`src/hw/cpid_pkg.sv`:
```
package cpid_pkg;

	// host side key values
	localparam logic [7:0] CPID_KEY_ENTER = 8'h55;
	localparam logic [7:0] CPID_KEY_EXIT = 8'haa;

	// port layout
	localparam logic [15:0] CPID_BASE_RESET = 16'h002e;
	localparam logic [15:0] CPID_DATA_OFFSET = 16'h0001;

	// global indices
	localparam logic [7:0] CPID_IDX_CONFIG_CONTROL = 8'h02;
	localparam logic [7:0] CPID_IDX_RESERVED_A = 8'h03;
	localparam logic [7:0] CPID_IDX_LD_SELECT = 8'h07;
	localparam logic [7:0] CPID_IDX_PART_ID = 8'h20;
	localparam logic [7:0] CPID_IDX_REVISION = 8'h21;
	localparam logic [7:0] CPID_IDX_POWER = 8'h22;
	localparam logic [7:0] CPID_IDX_RESERVED_B = 8'h23;
	localparam logic [7:0] CPID_IDX_OSC = 8'h24;
	localparam logic [7:0] CPID_IDX_BASE_LOW = 8'h26;
	localparam logic [7:0] CPID_IDX_BASE_HIGH = 8'h27;
	localparam logic [7:0] CPID_IDX_NUM_TEST = 8'h29;
	// indices at or above this go to the selected logical device
	localparam logic [7:0] CPID_IDX_LD_FIRST = 8'h30;

	// field positions
	localparam int CPID_SOFT_RESET_BIT = 0;
	localparam int CPID_NUM_SELECT_BIT = 0;

	// reset values
	localparam logic [7:0] CPID_LD_SELECT_RESET = 8'h00;
	localparam logic [7:0] CPID_POWER_RESET = 8'h00;
	localparam logic [7:0] CPID_OSC_RESET = 8'h44;
	localparam logic [7:0] CPID_NUM_TEST_RESET = 8'h00;
	localparam logic [7:0] CPID_READ_ZERO = 8'h00;

	// timing
	localparam int CPID_CLK_MHZ = 100;
	localparam int CPID_BLACKOUT_US = 500;
	localparam int CPID_BLACKOUT_CYCLES = CPID_BLACKOUT_US * CPID_CLK_MHZ;

	typedef enum logic [1:0]
	{
		CPID_RUN = 2'b01,
		CPID_CONFIG = 2'b10
	} cpid_state_t;

	// access forwarded to the logical device register banks
	typedef struct packed
	{
		logic wr;
		logic rd;
		logic numbering_select_bit;
		logic [7:0] number;
		logic [7:0] index;
		logic [7:0] wdata;
	} cpid_ld_req_t;

endpackage

```
`src/hw/cpid_config_access.sv`:
```
// How it works
// - in config state index port at base, data port at base plus one
// - with device selected, index names its register; data port reads or writes it
// - global registers reached through index and data without device selection
// - exit key on config port returns to run state
// - only run and config states; run accepts entry key once blackout ends, unless a bus reset comes in the same cycle
// - writing one to bit 0 of config control soft resets device select and power control and pulses device reset
// - all host accesses ignored for blackout time after power-on reset
// - numbering select bit of test register picks logical device numbering scheme
// - reserved global indices read zero
// - revision index is read only and returns a fixed value
// - entry key in run state enters config state, enabling index and data
// - base address resets to 0x02e and is moved by two byte registers
// - index and data ports act only in config state
// - hard bus reset or power-on gives run state, devices disabled
`timescale 1ns/1ps
`default_nettype none
module cpid_config_access
	import cpid_pkg::*;
#(
	parameter int BLACKOUT_CYCLES = CPID_BLACKOUT_CYCLES,
	parameter logic [7:0] PART_ID = 8'h5a, // arbitrary value
	parameter logic [7:0] REVISION = 8'h01 // arbitrary value
)
(
	input wire logic core_clk,
	input wire logic resetn,
	input wire logic hard_bus_reset_n,
	input wire logic io_wr,
	input wire logic io_rd,
	input wire logic [15:0] io_addr,
	input wire logic [7:0] io_wdata,
	output logic [7:0] io_rdata,
	output logic io_rdata_valid,
	input wire logic [7:0] ld_rdata,
	output cpid_ld_req_t ld_req,
	output logic ld_reset,
	output logic config_mode,
	output logic host_ready,
	output logic [7:0] power_control,
	output logic [7:0] oscillator_control
);

	// counter width follows the parameter so a long blackout cannot wrap
	localparam int BLACKOUT_W = $clog2(BLACKOUT_CYCLES + 1);

	cpid_state_t state;
	cpid_state_t next_state;
	logic [BLACKOUT_W-1:0] blackout_cnt;
	logic [7:0] index;
	logic [7:0] logical_device_select;
	logic [7:0] config_base_low;
	logic [7:0] config_base_high;
	logic [7:0] numbering_test_register;

	wire [15:0] base = {config_base_high, config_base_low};
	wire in_config = (state == CPID_CONFIG);
	wire hit_base = (io_addr == base);
	wire hit_data = (io_addr == base + CPID_DATA_OFFSET);
	wire hard_rst = !hard_bus_reset_n;
	// blackout swallows everything, including keys
	wire open = host_ready;
	wire base_wr = open && io_wr && hit_base;
	wire key_enter = base_wr && !in_config && (io_wdata == CPID_KEY_ENTER);
	wire key_exit = base_wr && in_config && (io_wdata == CPID_KEY_EXIT);
	wire index_wr = base_wr && in_config && !key_exit;
	wire index_rd = open && io_rd && hit_base && in_config;
	wire data_wr = open && io_wr && hit_data && in_config;
	wire data_rd = open && io_rd && hit_data && in_config;
	wire is_ld_idx = (index >= CPID_IDX_LD_FIRST);
	wire glob_wr = data_wr && !is_ld_idx;
	wire soft_rst = glob_wr && (index == CPID_IDX_CONFIG_CONTROL) && io_wdata[CPID_SOFT_RESET_BIT];
	wire [BLACKOUT_W-1:0] blackout_last = BLACKOUT_W'(BLACKOUT_CYCLES - 1);

	logic [7:0] glob_rdata;
	always_comb
	begin
		unique case (index)
			CPID_IDX_LD_SELECT: glob_rdata = logical_device_select;
			CPID_IDX_PART_ID: glob_rdata = PART_ID;
			CPID_IDX_REVISION: glob_rdata = REVISION;
			CPID_IDX_POWER: glob_rdata = power_control;
			CPID_IDX_OSC: glob_rdata = oscillator_control;
			CPID_IDX_BASE_LOW: glob_rdata = config_base_low;
			CPID_IDX_BASE_HIGH: glob_rdata = config_base_high;
			CPID_IDX_NUM_TEST: glob_rdata = numbering_test_register;
			// config control is write only; reserved indices read zero
			default: glob_rdata = CPID_READ_ZERO;
		endcase
	end

	wire [7:0] next_rdata = index_rd ? index : (is_ld_idx ? ld_rdata : glob_rdata);

	// a bus reset outranks a key arriving in the same cycle
	always_comb
	begin
		next_state = state;
		unique case (state)
			CPID_RUN:
				if (key_enter)
					next_state = CPID_CONFIG;
			CPID_CONFIG:
				if (key_exit)
					next_state = CPID_RUN;
			default: next_state = CPID_RUN;
		endcase
		if (hard_rst)
			next_state = CPID_RUN;
	end

	// blackout counter only runs after power-on, not after a bus reset
	always_ff @(posedge core_clk or negedge resetn)
	begin
		if (!resetn)
		begin
			blackout_cnt <= '0;
			host_ready <= 1'b0;
		end
		else if (!host_ready)
		begin
			blackout_cnt <= blackout_cnt + BLACKOUT_W'(1);
			host_ready <= (blackout_cnt == blackout_last);
		end
	end

	always_ff @(posedge core_clk or negedge resetn)
	begin
		if (!resetn)
			state <= CPID_RUN;
		else
			state <= next_state;
	end

	always_ff @(posedge core_clk or negedge resetn)
	begin
		if (!resetn)
			index <= 8'h00;
		else if (hard_rst)
			index <= 8'h00;
		else if (index_wr)
			index <= io_wdata;
	end

	// selector and power control take their soft reset values too
	always_ff @(posedge core_clk or negedge resetn)
	begin
		if (!resetn)
		begin
			logical_device_select <= CPID_LD_SELECT_RESET;
			power_control <= CPID_POWER_RESET;
		end
		else if (hard_rst || soft_rst)
		begin
			logical_device_select <= CPID_LD_SELECT_RESET;
			power_control <= CPID_POWER_RESET;
		end
		else if (glob_wr && index == CPID_IDX_LD_SELECT)
			logical_device_select <= io_wdata;
		else if (glob_wr && index == CPID_IDX_POWER)
			power_control <= io_wdata;
	end

	// base address survives bus and soft resets so the bios keeps its port
	always_ff @(posedge core_clk or negedge resetn)
	begin
		if (!resetn)
		begin
			config_base_low <= CPID_BASE_RESET[7:0];
			config_base_high <= CPID_BASE_RESET[15:8];
			oscillator_control <= CPID_OSC_RESET;
			numbering_test_register <= CPID_NUM_TEST_RESET;
		end
		else if (glob_wr)
		begin
			if (index == CPID_IDX_BASE_LOW)
				config_base_low <= io_wdata;
			if (index == CPID_IDX_BASE_HIGH)
				config_base_high <= io_wdata;
			if (index == CPID_IDX_OSC)
				oscillator_control <= io_wdata;
			if (index == CPID_IDX_NUM_TEST)
				numbering_test_register <= io_wdata;
		end
	end

	// read answer holds until the next answered read
	always_ff @(posedge core_clk or negedge resetn)
	begin
		if (!resetn)
		begin
			io_rdata <= 8'h00;
			io_rdata_valid <= 1'b0;
		end
		else
		begin
			io_rdata_valid <= index_rd || data_rd;
			if (index_rd || data_rd)
				io_rdata <= next_rdata;
		end
	end

	always_ff @(posedge core_clk or negedge resetn)
	begin
		if (!resetn)
		begin
			ld_req <= '0;
			ld_reset <= 1'b1;
			config_mode <= 1'b0;
		end
		else
		begin
			ld_req.wr <= data_wr && is_ld_idx;
			ld_req.rd <= data_rd && is_ld_idx;
			ld_req.numbering_select_bit <= numbering_test_register[CPID_NUM_SELECT_BIT];
			ld_req.number <= logical_device_select;
			ld_req.index <= index;
			ld_req.wdata <= io_wdata;
			ld_reset <= hard_rst || soft_rst;
			// mirrors the next state so the mode never disagrees with a bus reset
			config_mode <= (next_state == CPID_CONFIG);
		end
	end

endmodule
`default_nettype wire

```
`config.mk`:
```
export PLATFORM = sky130hd
export DESIGN_NAME = cpid_config_access
export DESIGN_NICKNAME = d
export VERILOG_FILES = /design/src/hw/cpid_pkg.sv /design/src/hw/cpid_config_access.sv
export SDC_FILE = /design/constraint.sdc
export NUM_CORES = 1
export LEC_CHECK = 0
export ABC_AREA = 1
export BUFFER_PORTS_ARGS = -buffer_cell sky130_fd_sc_hd__buf_4
export CAP_MARGIN = 10
export CORE_MARGIN = 1
export CORE_UTILIZATION = 45
export DETAILED_ROUTE_END_ITERATION = 16
export MAX_ROUTING_LAYER = met4
export PLACE_DENSITY = 0.66
export SLEW_MARGIN = 20
export SYNTH_ARGS = -nofsm -noshare
export SYNTH_HDL_FRONTEND = slang
export SYNTH_SLANG_ARGS = --single-unit
```
`constraint.sdc`:
```
create_clock -name core_clk -period 4.4 [get_ports core_clk]
set_input_delay 1.1 -clock core_clk [delete_from_list [all_inputs] [get_ports core_clk]]
set_output_delay 1.1 -clock core_clk [all_outputs]
set_load 0.01 [all_outputs]
```
Yosys cells after proc, flatten, opt, wreduce, memory -nomap -nowiden
Index checks and enable logic that the tools add are counted.
{"block": "word_totals", "out_inout_bits": 55, "reg_bits": 113, "input_bits": 37, "word_cells": 91}
{"block": "op_classes", "addsub": 2, "magnitude_cmp": 1, "n_mux": 15, "n_eq_ne": 19, "n_reduce_logical": 34}
{"op": "2-to-1 mux 8 bit", "count": 9}
{"op": "one-hot mux 8 bit (8 select lines)", "count": 1}
{"op": "== test 8 x 6 -> 1 bit (second input constant)", "count": 7}
{"op": "adder 16 x 1 -> 16 bit (second input constant)", "count": 2}
{"op": "== test 16 bit", "count": 2}
{"op": "logical AND 1 bit", "count": 21}
{"op": "== test 16 bit (second input constant)", "count": 1}
{"op": "AND reduction 2 bit", "count": 5}
{"op": "== test 8 x 2 -> 1 bit (second input constant)", "count": 1}
{"op": "== test 8 x 3 -> 1 bit (second input constant)", "count": 1}
{"op": "== test 8 x 7 -> 1 bit (second input constant)", "count": 1}
{"op": "== test 8 bit (second input constant)", "count": 1}
{"op": ">= comparator 8 x 6 -> 1 bit (second input constant)", "count": 1}
{"op": "2-to-1 mux 2 bit", "count": 3}
{"op": "== test 2 bit (second input constant)", "count": 2}
{"op": "zero test 1 bit", "count": 4}
{"op": "one-hot mux 2 bit (2 select lines)", "count": 1}
{"op": "nonzero test 2 bit", "count": 2}
{"op": "== test 2 x 1 -> 1 bit (second input constant)", "count": 1}
{"op": "logical OR 1 bit", "count": 2}
{"op": "inequality test 2 x 1 -> 1 bit (second input constant)", "count": 1}
{"op": "inequality test 2 bit (second input constant)", "count": 1}
{"op": "2-to-1 mux 1 bit", "count": 1}

Logic depth before layout (Yosys ltp)
Gate-level depths: netlist (run 1).
{"block": "logic_depth", "word_depth": 10, "depth_mapped": 17, "ltp_nobuf": 16}

Least setup slack after synthesis (run 1)
OpenSTA, ideal clock, no wires.
{"block": "synth_path", "path_kind": "input to register", "start": "in io_addr[15]", "end": "reg io_rdata[5]", "cell_stages": 8, "slack_ns": 1.751, "arrival_ns": 2.531, "n_path_buf": 0, "t_required_ns": 4.282, "setup_time_ns": 0.118, "path_cell_list": "xnor2_2 -> nand4_1 -> nor4_2 -> nand2_1 -> nand2_1 -> inv_1 -> nand2_1 -> nand2_1"}
{"block": "synth_between", "elab_chain_cells": 4, "elab_cells_between_ends": 8, "classes_between": "2 x eq/ne; 1 x mux; 5 x reduce/logical"}
{"element": "start: declaration", "line_no": "cpid_config_access.sv:31", "source": "input wire logic [15:0] io_addr,"}
{"element": "== test 16 bit (on tied branches)", "line_no": "cpid_config_access.sv:58, cpid_config_access.sv:59"}
{"element": "logical AND 1 bit (on tied branches) (2 in a row)", "line_no": "cpid_config_access.sv:67, cpid_config_access.sv:69"}
{"element": "2-to-1 mux 8 bit or logical OR 1 bit (tied branches)", "line_no": "cpid_config_access.sv:92, cpid_config_access.sv:197"}
{"element": "end signal: assignment", "line_no": "cpid_config_access.sv:198", "source": "io_rdata <= next_rdata;"}
{"element": "end: declaration", "line_no": "cpid_config_access.sv:33", "source": "output logic [7:0] io_rdata,"}
Parallel ways exist; a longest one is shown, timed or not.
A chain may end at the register's enable or synchronous reset.

Worst setup path in the final report (run 1)
{"block": "layout_path", "start": "reg config_base_low[1]", "end": "reg power_control[4]"}
{"block": "layout_between", "elab_chain_cells": 10, "elab_cells_between_ends": 14, "classes_between": "1 x add/sub; 2 x eq/ne; 1 x mux; 10 x reduce/logical"}
{"element": "start: declaration", "line_no": "cpid_config_access.sv:52", "source": "logic [7:0] config_base_low;"}
{"element": "start signal: assignment", "line_no": "cpid_config_access.sv:168", "source": "config_base_low <= CPID_BASE_RESET[7:0];"}
{"element": "start signal: assignment", "line_no": "cpid_config_access.sv:176", "source": "config_base_low <= io_wdata;"}
{"element": "adder 16 x 1 -> 16 bit *", "line_no": "cpid_config_access.sv:59", "source": "wire hit_data = (io_addr == base + CPID_DATA_OFFSET);"}
{"element": "== test 16 bit *", "line_no": "cpid_config_access.sv:59"}
{"element": "logical AND 1 bit * (2 in a row)", "line_no": "cpid_config_access.sv:68", "source": "wire data_wr = open && io_wr && hit_data && in_config;"}
{"element": "logical AND 1 bit *", "line_no": "cpid_config_access.sv:71", "source": "wire glob_wr = data_wr && !is_ld_idx;"}
{"element": "logical AND 1 bit (2 in a row)", "line_no": "cpid_config_access.sv:72", "source": "wire soft_rst = glob_wr && (index == CPID_IDX_CONFIG_CONTROL) && io_wdata[CPID_SOFT_RESET_BIT];"}
{"element": "logical OR 1 bit", "line_no": "cpid_config_access.sv:152", "source": "else if (hard_rst || soft_rst)"}
{"element": "inequality test 2 bit (no source line) or nonzero test 2 bit (tied branches)"}
{"element": "AND reduction 2 bit (no source line)"}
{"element": "end signal: assignment", "line_no": "cpid_config_access.sv:160", "source": "power_control <= io_wdata;"}
{"element": "end: declaration", "line_no": "cpid_config_access.sv:40", "source": "output logic [7:0] power_control,"}
Mark *: on every way between the ends. The rest lies on a longest branch, timed or not.

==> metrics, run 1 <==
status=completed; Unique masters post-synth=46; dominant synthesized flop cell=dfrtp_1; Chip Height=~120 µm; element type at the critical path start=flop; clk_skew=0.01322 ns; via count=5485; gp weighted congestion=0.9521; die area=approximately 14000 µm²; DRC violations left=0; I/O Buffers=approximately 90; Power Total=approximately 2.6 mW; Crit path max-delay family=simple AND/OR/NAND/NOR gates; Avg Cell Area, Syn=8.202 µm²; layout cells sized above 1=21.05%; Post-synth ARST share=100.0%; Tcrit/Tclk final=between 70% and 80%; GRT Total Usage=28.36%; Clock Pin Slew Worst Setup and Hold Paths=about 0.060 ns; Syn. warnings=0; CP max-delay cell=nand4_2; Final Hold Slack=0.3768 ns; HPWL after DPL=about 13 mm; vias per cell=5.415; Rel. slew slack=between 40 and 50%; WL per Instance=roughly 18 µm; antenna violations before repair=0; setup TNS=0 ns; core box area=about 13000 µm²; TritonCTS Buffers=17; WL final=between 15 and 20 mm; Top cell by count, worst path=nand2_1; Largest stage delay, worst path=between 0.6 and 0.7 ns; Final WS setup=approximately 1.3 ns; largest net degree at the start of global routing=between 70 and 80; H-Tree Depth=4; antenna-violating nets left=0; unrepaired setup endpoints after global routing=no; # IOs=92; post-synthesis sequential area ratio=47.33%; Hold Crit Class=reg -> reg; Root Buffer=clkbuf_16; Synth Register Bits=about 110; Post-CTS Hold Buffers=0; post-layout util=between 50% and 60%; drt pass-1 iters=5; final net count=869; final setup vio count=0; Setup WS pre-CTS=about 1.1 ns; Max VDD drop=about 0.36 mV; initial core utilization=a little under half; Post-CTS Setup Repair Bufs=0; crit path capture type=flop; Crit Path Max Fanout=33; Clock Sinks=roughly 110; crit path DAT=approximately 3.4 ns; Synth Net Count=772; gr ovfl total=0; Post-synth EDFFs=0; max-cap violation count=0; worst path buffer plus inverter count=0; Area Overhead vs Synth=24.31%; CP Data Required Time=4.70 ns; Final Max Slew Viols=0; critical path cell sequence=ha_1, nand3_2, nor2_4, nand2_1, nand2_1, and3_1, nand3_4, nor2_8, nand4_2, nand4_1, nand2_1; leak pwr=roughly 3.8 nW; Cell Rows=a little over 40; first-pass GRT wire length=~30 mm; Slew @ Worst Pin=just over 0.8 ns; Fmax=about 320 MHz; Clock Tree Buf Depth=2; cells after synthesis=about 730; pwr dens=about 350 nW/µm²; fin crit period=about 3.1 ns; CTS-repair resized insts=0; Iteration-0 DRC Markers=between 500 and 600; reg2reg setup slack=between 1 and 1.5 ns; final hold vios=0; Setup CP Type=reg -> reg; CTS tree=built; cell area after synthesis=approximately 6000 µm²; # diodes=0; vias in the first global route=5415; clk_lat worst skew=roughly 0.42 ns; Die X=approximately 120 µm
-- synthesized netlist by cell type (all sizes together) (5+ instances only) --
| library cell | count | area, µm² |
|---|---|---|
| nand2 | 216 | 845.8 |
| nor3 | 10 | 50.05 |
| dfstp | 8 | 210.2 |
| nand3 | 49 | 305.3 |
| a211oi | 5 | 37.54 |
| inv | 97 | 369.1 |
| xor2 | 14 | 122.6 |
| dfrtp | 105 | 2628 |
| nor4 | 10 | 68.81 |
| buf | 12 | 82.58 |
| o21ai | 50 | 272.8 |
| nor2 | 54 | 282.8 |
| xnor2 | 9 | 86.34 |
| nand4 | 57 | 362.8 |
-- path summary, 6_finish.rpt --
kind | end | start | cells past startpoint
hold / removal | ld_req[9] | index[1] | 0
min in group asynchronous | logical_device_select[6] | resetn | 1
max in group asynchronous | config_base_low[3] | resetn | 2
setup reg to reg | power_control[4] | config_base_low[1] | 11
hold reg to reg | ld_req[9] | index[1] | 0
setup / recovery | power_control[4] | config_base_low[1] | 11
-- final cells by class --
cell class                      count  area [µm²]
Clock buffer                       19       452.9
Clock inverter                     13       148.9
Fill cell                        1185        5371
Inverter                          101       384.1
Multi-Input combinational cell    501        2676
Sequential cell                   113        2838
Tap cell                          172       215.2
Timing Repair Buffer               94       738.2
-- per-stage QoR --
step / cells / cell area [µm²]
4_1_cts: 1012 / 7426
3_3_place_gp: 980 / 6824
5_1_grt: 1013 / 7453
6_report: 1013 / 7453
3_5_place_dp: 980 / 6824
2_1_floorplan: 731 / 5996
-- layout by cell type, fill, tap and decap left out, types with 4 or more instances in the layout --
cell type,instances
nand2_1,208
dfrtp_1,105
inv_1,94
buf_4,92
nand4_1,56
nand3_1,43
nor2_1,41
o21ai_1,27
o21ai_0,17
clkbuf_16,17
xor2_1,14
nor3_1,10
nor4_1,9
xnor2_1,8
dfstp_2,8
nor2_2,7
o21ai_2,6
nand2_2,5
inv_6,5
a211oi_1,5
nor2_4,4
clkinv_1,4
nand3_4,4
a221oi_1,4
ha_1,4
-- layer usage --
layer / share of wire (%) / GRT usage (%) / wire length (µm) / vias to the layer above
met5: 0 / - / 0 / -
met4: 2.4 / 8.847 / 439 / 0
met3: 6.3 / 6.372 / 1134 / 29
met2: 48 / 44.38 / 8595 / 217
met1: 43 / 36.58 / 7759 / 2626
li1: - / - / - / 2613
-- logic make-up (layout without fill, tap and decap cells) --
group	count (synthesis)	in the layout	share of synthesized area (%)
AO/OA/AOI/OAI	72	72	7.450
XOR/XNOR	23	23	3.485
flip-flops	113	113	47.33
AND/OR/NAND/NOR	402	402	32.87
adder cells (fa/ha/maj)	4	4	0.8348
buffers and inverters	117	227	8.034
-- state kept, by name (all words and copies together), names as in the netlist, 2 cells and up --
| name | count |
|---|---|
| blackout_cnt | 16 |
| ld_req | 27 |
| config_base_low | 8 |
| logical_device_select | 8 |
| index | 8 |
| oscillator_control | 8 |
| io_rdata | 8 |
| power_control | 8 |
| config_base_high | 8 |
| numbering_test_register | 8 |
| state | 2 |
-- power breakdown --
| group | internal [mW] | leakage [nW] | total [mW] | switching, mW |
|---|---|---|---|---|
| sequential | 1.06 | 1.50 | 1.07 | 0.00935 |
| clock | 0.870 | 0.287 | 1.39 | 0.519 |
| combinational | 0.0649 | 1.97 | 0.191 | 0.126 |
(Power assumes the default switching activity.)
==> inputs of run 2 (changes only) <==
--- a/config.mk
+++ b/config.mk
@@ -12,7 +12,7 @@
 export CORE_UTILIZATION = 45
 export DETAILED_ROUTE_END_ITERATION = 16
 export MAX_ROUTING_LAYER = met4
-export PLACE_DENSITY = 0.66
+export PLACE_DENSITY = 0.68
 export SLEW_MARGIN = 20
 export SYNTH_ARGS = -nofsm -noshare
 export SYNTH_HDL_FRONTEND = slang
==> constraint.sdc (replaced) <==
create_clock -name core_clk -period 2.6 [get_ports core_clk]
set_input_delay 0.65 -clock core_clk [delete_from_list [all_inputs] [get_ports core_clk]]
set_output_delay 0.65 -clock core_clk [all_outputs]
set_load 0.01 [all_outputs]
==> run 2 against run 1 <==
Against the previous run: routed wire length fell by 0.90%; combinational power rose by 75%; first-iteration DRC count fell by 13%; clock-buffer cell count did not move; final area rose by 2.3%; clock skew fell by 0.0081 ns; critical path type unchanged; critical endpoint is now config_base_high[4]; largest power group unchanged; highest routed layer unchanged.
==> metrics, run 2 (synthesized netlist as in run 1, its figures left out) <==
CP max-delay cell=dfstp_2; # diodes=0; fin crit period=approximately 2.4 ns; Worst R2R Start=config_base_low[1]; final setup vio count=0; critical path cell sequence=ha_2, nand3_2, nor2_4, nand2_1, o21bai_2, nand2_1, nor2_2, nand2_4, nor2_8, nand2_4, inv_6, nand3_2, o21ai_2; Final Max Slew Viols=0; via count=between 5000 and 6000; Clock Sinks=113; Power Total=around 4.6 mW; largest net degree at the start of global routing=between 40 and 50; leak pwr=slightly below 4 nW; crit path DAT=around 2.8 ns; Clock Pin Slew Worst Setup and Hold Paths=about 0.050 ns; Slew @ Worst Pin=approximately 0.57 ns; TritonCTS Buffers=17; worst path buffer plus inverter count=1; Area Overhead vs Synth=27.17%; most frequent cells in the layout=nand2_1 (208), buf_4 (108), dfrtp_1 (105); Cells after DPL=993; first-pass GRT wire length=around 28 mm; Tcrit/Tclk final=93.85%; antenna-violating nets left=0; DRC violations left=0; drt pass-1 iters=6; Root Buffer=clkbuf_16; Fmax=between 400 and 500 MHz; Top Registers=ld_req (27), blackout_cnt (16); register name with the most flops=ld_req; initial core utilization=between 40% and 50%; Cell Rows=between 40 and 50; CP Data Required Time=2.95 ns; vias per cell=roughly 5.3; Crit path max-delay family=simple AND/OR/NAND/NOR gates; Hold Crit Class=in -> async; commonest non-fill, non-tap cell in the layout=nand2_1; HPWL after DPL=approximately 13 mm; Clock Tree Buf Depth=2; setup TNS=0 ns; clk_skew=roughly 0.005 ns; GRT Total Usage=27.73%; Iteration-0 DRC Markers=458; Setup CP Type=reg -> reg; WP depth=13; Die X=between 100 and 150 µm; crit path capture type=flop; clk_lat worst skew=about 0.42 ns; # IOs=between 90 and 100; max-cap violation count=0; element type at the critical path start=flop; final hold vios=0; Crit Path Max Fanout=8; vias in the first global route=between 5000 and 6000; cell count of the worst reg-to-reg path=13; pwr dens=606.2 nW/µm²; unrepaired setup endpoints after global routing=no; Rel. slew slack=61.86%; max reg flops=27; fin cells=just over 1000; WL final=approximately 18 mm; status=completed; Chip Height=117.4 µm; gr ovfl total=0; gp weighted congestion=~0.9; Max VDD drop=0.5423 mV; core box area=approximately 13000 µm²; I/O Buffers=91; Post-CTS Hold Buffers=0; die area=between 10000 and 15000 µm²; final net count=a little under 900; Setup crit start=config_base_low[1]; CTS tree=built; Largest stage delay, worst path=~0.53 ns; H-Tree Depth=4; layout cells sized above 1=about 23%; WL per Instance=17.25 µm; antenna violations before repair=0
[run 2: cell types whose count changed in the layout (fill, tap and decap cells not counted), moves of 2 or more]
cell        delta
nor2_2         -2
inv_6          -4
nor2_4         +2
bufinv_16      +2
clkinvlp_4     +2
buf_4         +16
[run 2: repair_timing]
| item | in CTS | in global routing |
|---|---|---|
| gates resized for setup | 0 | 3 |
| setup buffers | 0 | 4 |
| setup endpoints to repair | 0 | 24 |
[run 2: area by class of cell]
cell class,instances,area [µm²]
repair buffers,110,850.8
clock inverters,13,185.2
multi-input cells,502,2699
clock buffers,19,452.9
well taps,172,215.2
fillers,1154,5200
inverters,101,384.1
flip-flops and latches,113,2838
[run 2: final timing paths]
path	to	slack (ns)
min in group core_clk	ld_req[12]	0.37
max in group asynchronous	power_control[3]	1.62
worst max register to register	config_base_high[4]	0.16
worst max-delay path	config_base_high[4]	0.16
worst min register to register	ld_req[12]	0.37
worst min-delay path	ld_req[22]	0.22
[run 2: per-layer routing]
layer | vias up | part of all wire (%) | global-route usage, %
li1 | 2640 | - | -
met1 | 2637 | 43 | 35.04
met2 | 192 | 48 | 43.08
met3 | 38 | 6.1 | 5.885
met4 | 0 | 2.6 | 11.69
met5 | - | 0 | -
[run 2: per-stage QoR]
| step | instance area (µm²) | utilization (%) | hold slack [ns] | worst slack (ns) |
|---|---|---|---|---|
| 3_3_place_gp | 6934 | 54.07 | 0.3644 | 0.1023 |
| 6_report | 7625 | 59.45 | 0.2174 | 0.1598 |
| 5_1_grt | 7625 | 59.45 | 0.2725 | 0.003497 |
| 4_1_cts | 7572 | 59.04 | 0.2350 | 0.01742 |
| 3_5_place_dp | 6934 | 54.07 | 0.3664 | 0.02064 |
| 2_1_floorplan | 5996 | - | 0.3537 | 0.3217 |
[run 2: report_power, final]
| group | total, mW | internal [mW] | switching [mW] |
|---|---|---|---|
| Combinational | 0.334 | 0.116 | 0.218 |
| Clock | 2.48 | 1.65 | 0.836 |
| Sequential | 1.80 | 1.79 | 0.0153 |
| Total | 4.62 | 3.55 | 1.07 |
==> inputs of run 3 (changes only) <==
--- a/config.mk
+++ b/config.mk
@@ -10,6 +10,7 @@
 export CAP_MARGIN = 10
 export CORE_MARGIN = 1
 export CORE_UTILIZATION = 45
+export CTS_BUF_LIST = sky130_fd_sc_hd__clkbuf_16
 export DETAILED_ROUTE_END_ITERATION = 16
 export MAX_ROUTING_LAYER = met4
 export PLACE_DENSITY = 0.68
==> run 3 against run 2 <==
Against the previous run: fmax grew 0.11%; combinational power about the same; worst hold slack gained 0.0029 ns; power fell by 1.3%; register-to-register slack barely moved; largest power group unchanged.
==> metrics, run 3 (synthesized netlist as in run 1, its figures left out) <==
status=completed; final net count=roughly 900; DP Area=approximately 7000 µm²; Die X=117.4 µm; clk_skew=approximately 0.0058 ns; Top Registers=ld_req (27), blackout_cnt (16); WL per Instance=17.25 µm; Clock Pin Slew Worst Setup and Hold Paths=0.05 ns; Top cell by count, worst path=nand2_1; Crit path max-delay family=simple AND/OR/NAND/NOR gates; GRT Total Usage=about 28%; DRC violations left=0; drt pass-1 iters=5; max-cap violation count=0; TritonCTS Buffers=17; HPWL after DPL=13.31 mm; largest net degree at the start of global routing=46; Cell Rows=41; Hold Crit Class=in -> async; layout cells sized above 1=roughly 22%; Finished Cell Area=between 7000 and 8000 µm²; gp weighted congestion=0.9277; Crit Path Max Fanout=16; Slew @ Worst Pin=about 0.57 ns; unrepaired setup endpoints after global routing=no; CP max-delay cell=dfstp_2; core box area=approximately 13000 µm²; Setup WS pre-CTS=0.02064 ns; Rel. slew slack=~62%; CP Data Required Time=a little under 3 ns; CTS tree=built; fin crit period=2.437 ns; register name with the most flops=ld_req; die area=approximately 14000 µm²; setup TNS=0 ns; fin cells=approximately 1000; Tcrit/Tclk final=between 90% and 100%; WL met2=about 8.5 mm; H-Tree Depth=4; Cells after DPL=993; Setup crit start=config_base_low[1]; WL met1=about 7.6 mm; clk_lat worst skew=around 0.42 ns; Clock Tree Buf Depth=2; Area Overhead vs Synth=26.84%; antenna-violating nets left=0; Chip Height=approximately 120 µm; via count=about 5500; crit path capture type=flop; worst path buffer plus inverter count=2; antenna violations before repair=0; Fmax=between 400 and 500 MHz; leak pwr=about 3.8 nW; max layer used=met4; # IOs=92; Final WS setup=roughly 0.16 ns; most frequent cells in the layout=nand2_1 (208), buf_4 (108), dfrtp_1 (105); commonest non-fill, non-tap cell in the layout=nand2_1; Clock Sinks=between 100 and 150; # diodes=0; Largest stage delay, worst path=approximately 0.53 ns; Iteration-0 DRC Markers=~450; vias per cell=about 5.4; Final Max Slew Viols=0; initial core utilization=between 40% and 50%; pwr dens=~600 nW/µm²; element type at the critical path start=flop; WL final=around 18 mm; Max VDD drop=0.5425 mV; Power Total=between 4 and 5 mW; crit path DAT=between 2 and 3 ns; max reg flops=27; Final Hold Slack=between 0.2 and 0.25 ns; fillers=approximately 1200; critical path cell sequence=ha_2, nand3_2, clkinv_1, nand2_1, o21bai_1, nand2_1, nor2_4, nand3_4, nor2_8, nand2_4, inv_6, nand3b_4, nand2_1, o21ai_1; gr ovfl total=0; Post-CTS Hold Buffers=0; I/O Buffers=91; Setup CP Type=reg -> reg; Root Buffer=clkbuf_16; post-layout util=59.30%; final setup vio count=0; first-pass GRT wire length=roughly 28 mm; final hold vios=0; met3 WL=1.224 mm; vias in the first global route=5281; Worst R2R Start=config_base_low[1]
run 3: cell count changes in the layout (fill, tap and decap cells not counted):
cell / change
clkinv_1: +2
clkbuf_8: -2
run 3: path summary, 6_finish.rpt:
kind | end | slack [ns] | cells past startpoint
max in group asynchronous | power_control[3] | 1.62 | 2
setup reg to reg | oscillator_control[3] | 0.16 | 14
min in group core_clk | ld_req[12] | 0.38 | 0
hold / removal | ld_req[22] | 0.22 | 1
setup / recovery | oscillator_control[3] | 0.16 | 14
hold reg to reg | ld_req[12] | 0.38 | 0
run 3: cell type report:
| type | instances | area, µm² | share of cell area [%] |
|---|---|---|---|
| flip-flops and latches | 113 | 2838 | 37.31 |
| multi-input cells | 502 | 2699 | 35.49 |
| repair buffers | 110 | 850.8 | 11.19 |
| clock buffers | 17 | 425.4 | 5.594 |
| inverters | 101 | 384.1 | 5.051 |
| well taps | 172 | 215.2 | 2.830 |
| clock inverters | 15 | 192.7 | 2.534 |
run 3: report_power, final:
part	switching, mW	total (mW)	internal (mW)
Combinational	0.218	0.334	0.116
Clock	0.838	2.43	1.59
Sequential	0.0154	1.80	1.79
run 3: what timing repair did:
item	CTS	global route
setup buffers	0	4
endpoints found under the setup margin	0	24
hold endpoints to repair	0	0
gates resized for setup	0	3
run 3: per-layer routing:
metal	up-vias	GRT usage [%]
li1	2637	-
met1	2622	35.07
met2	225	43.05
met3	34	5.885
met4	0	11.69
met5	-	-
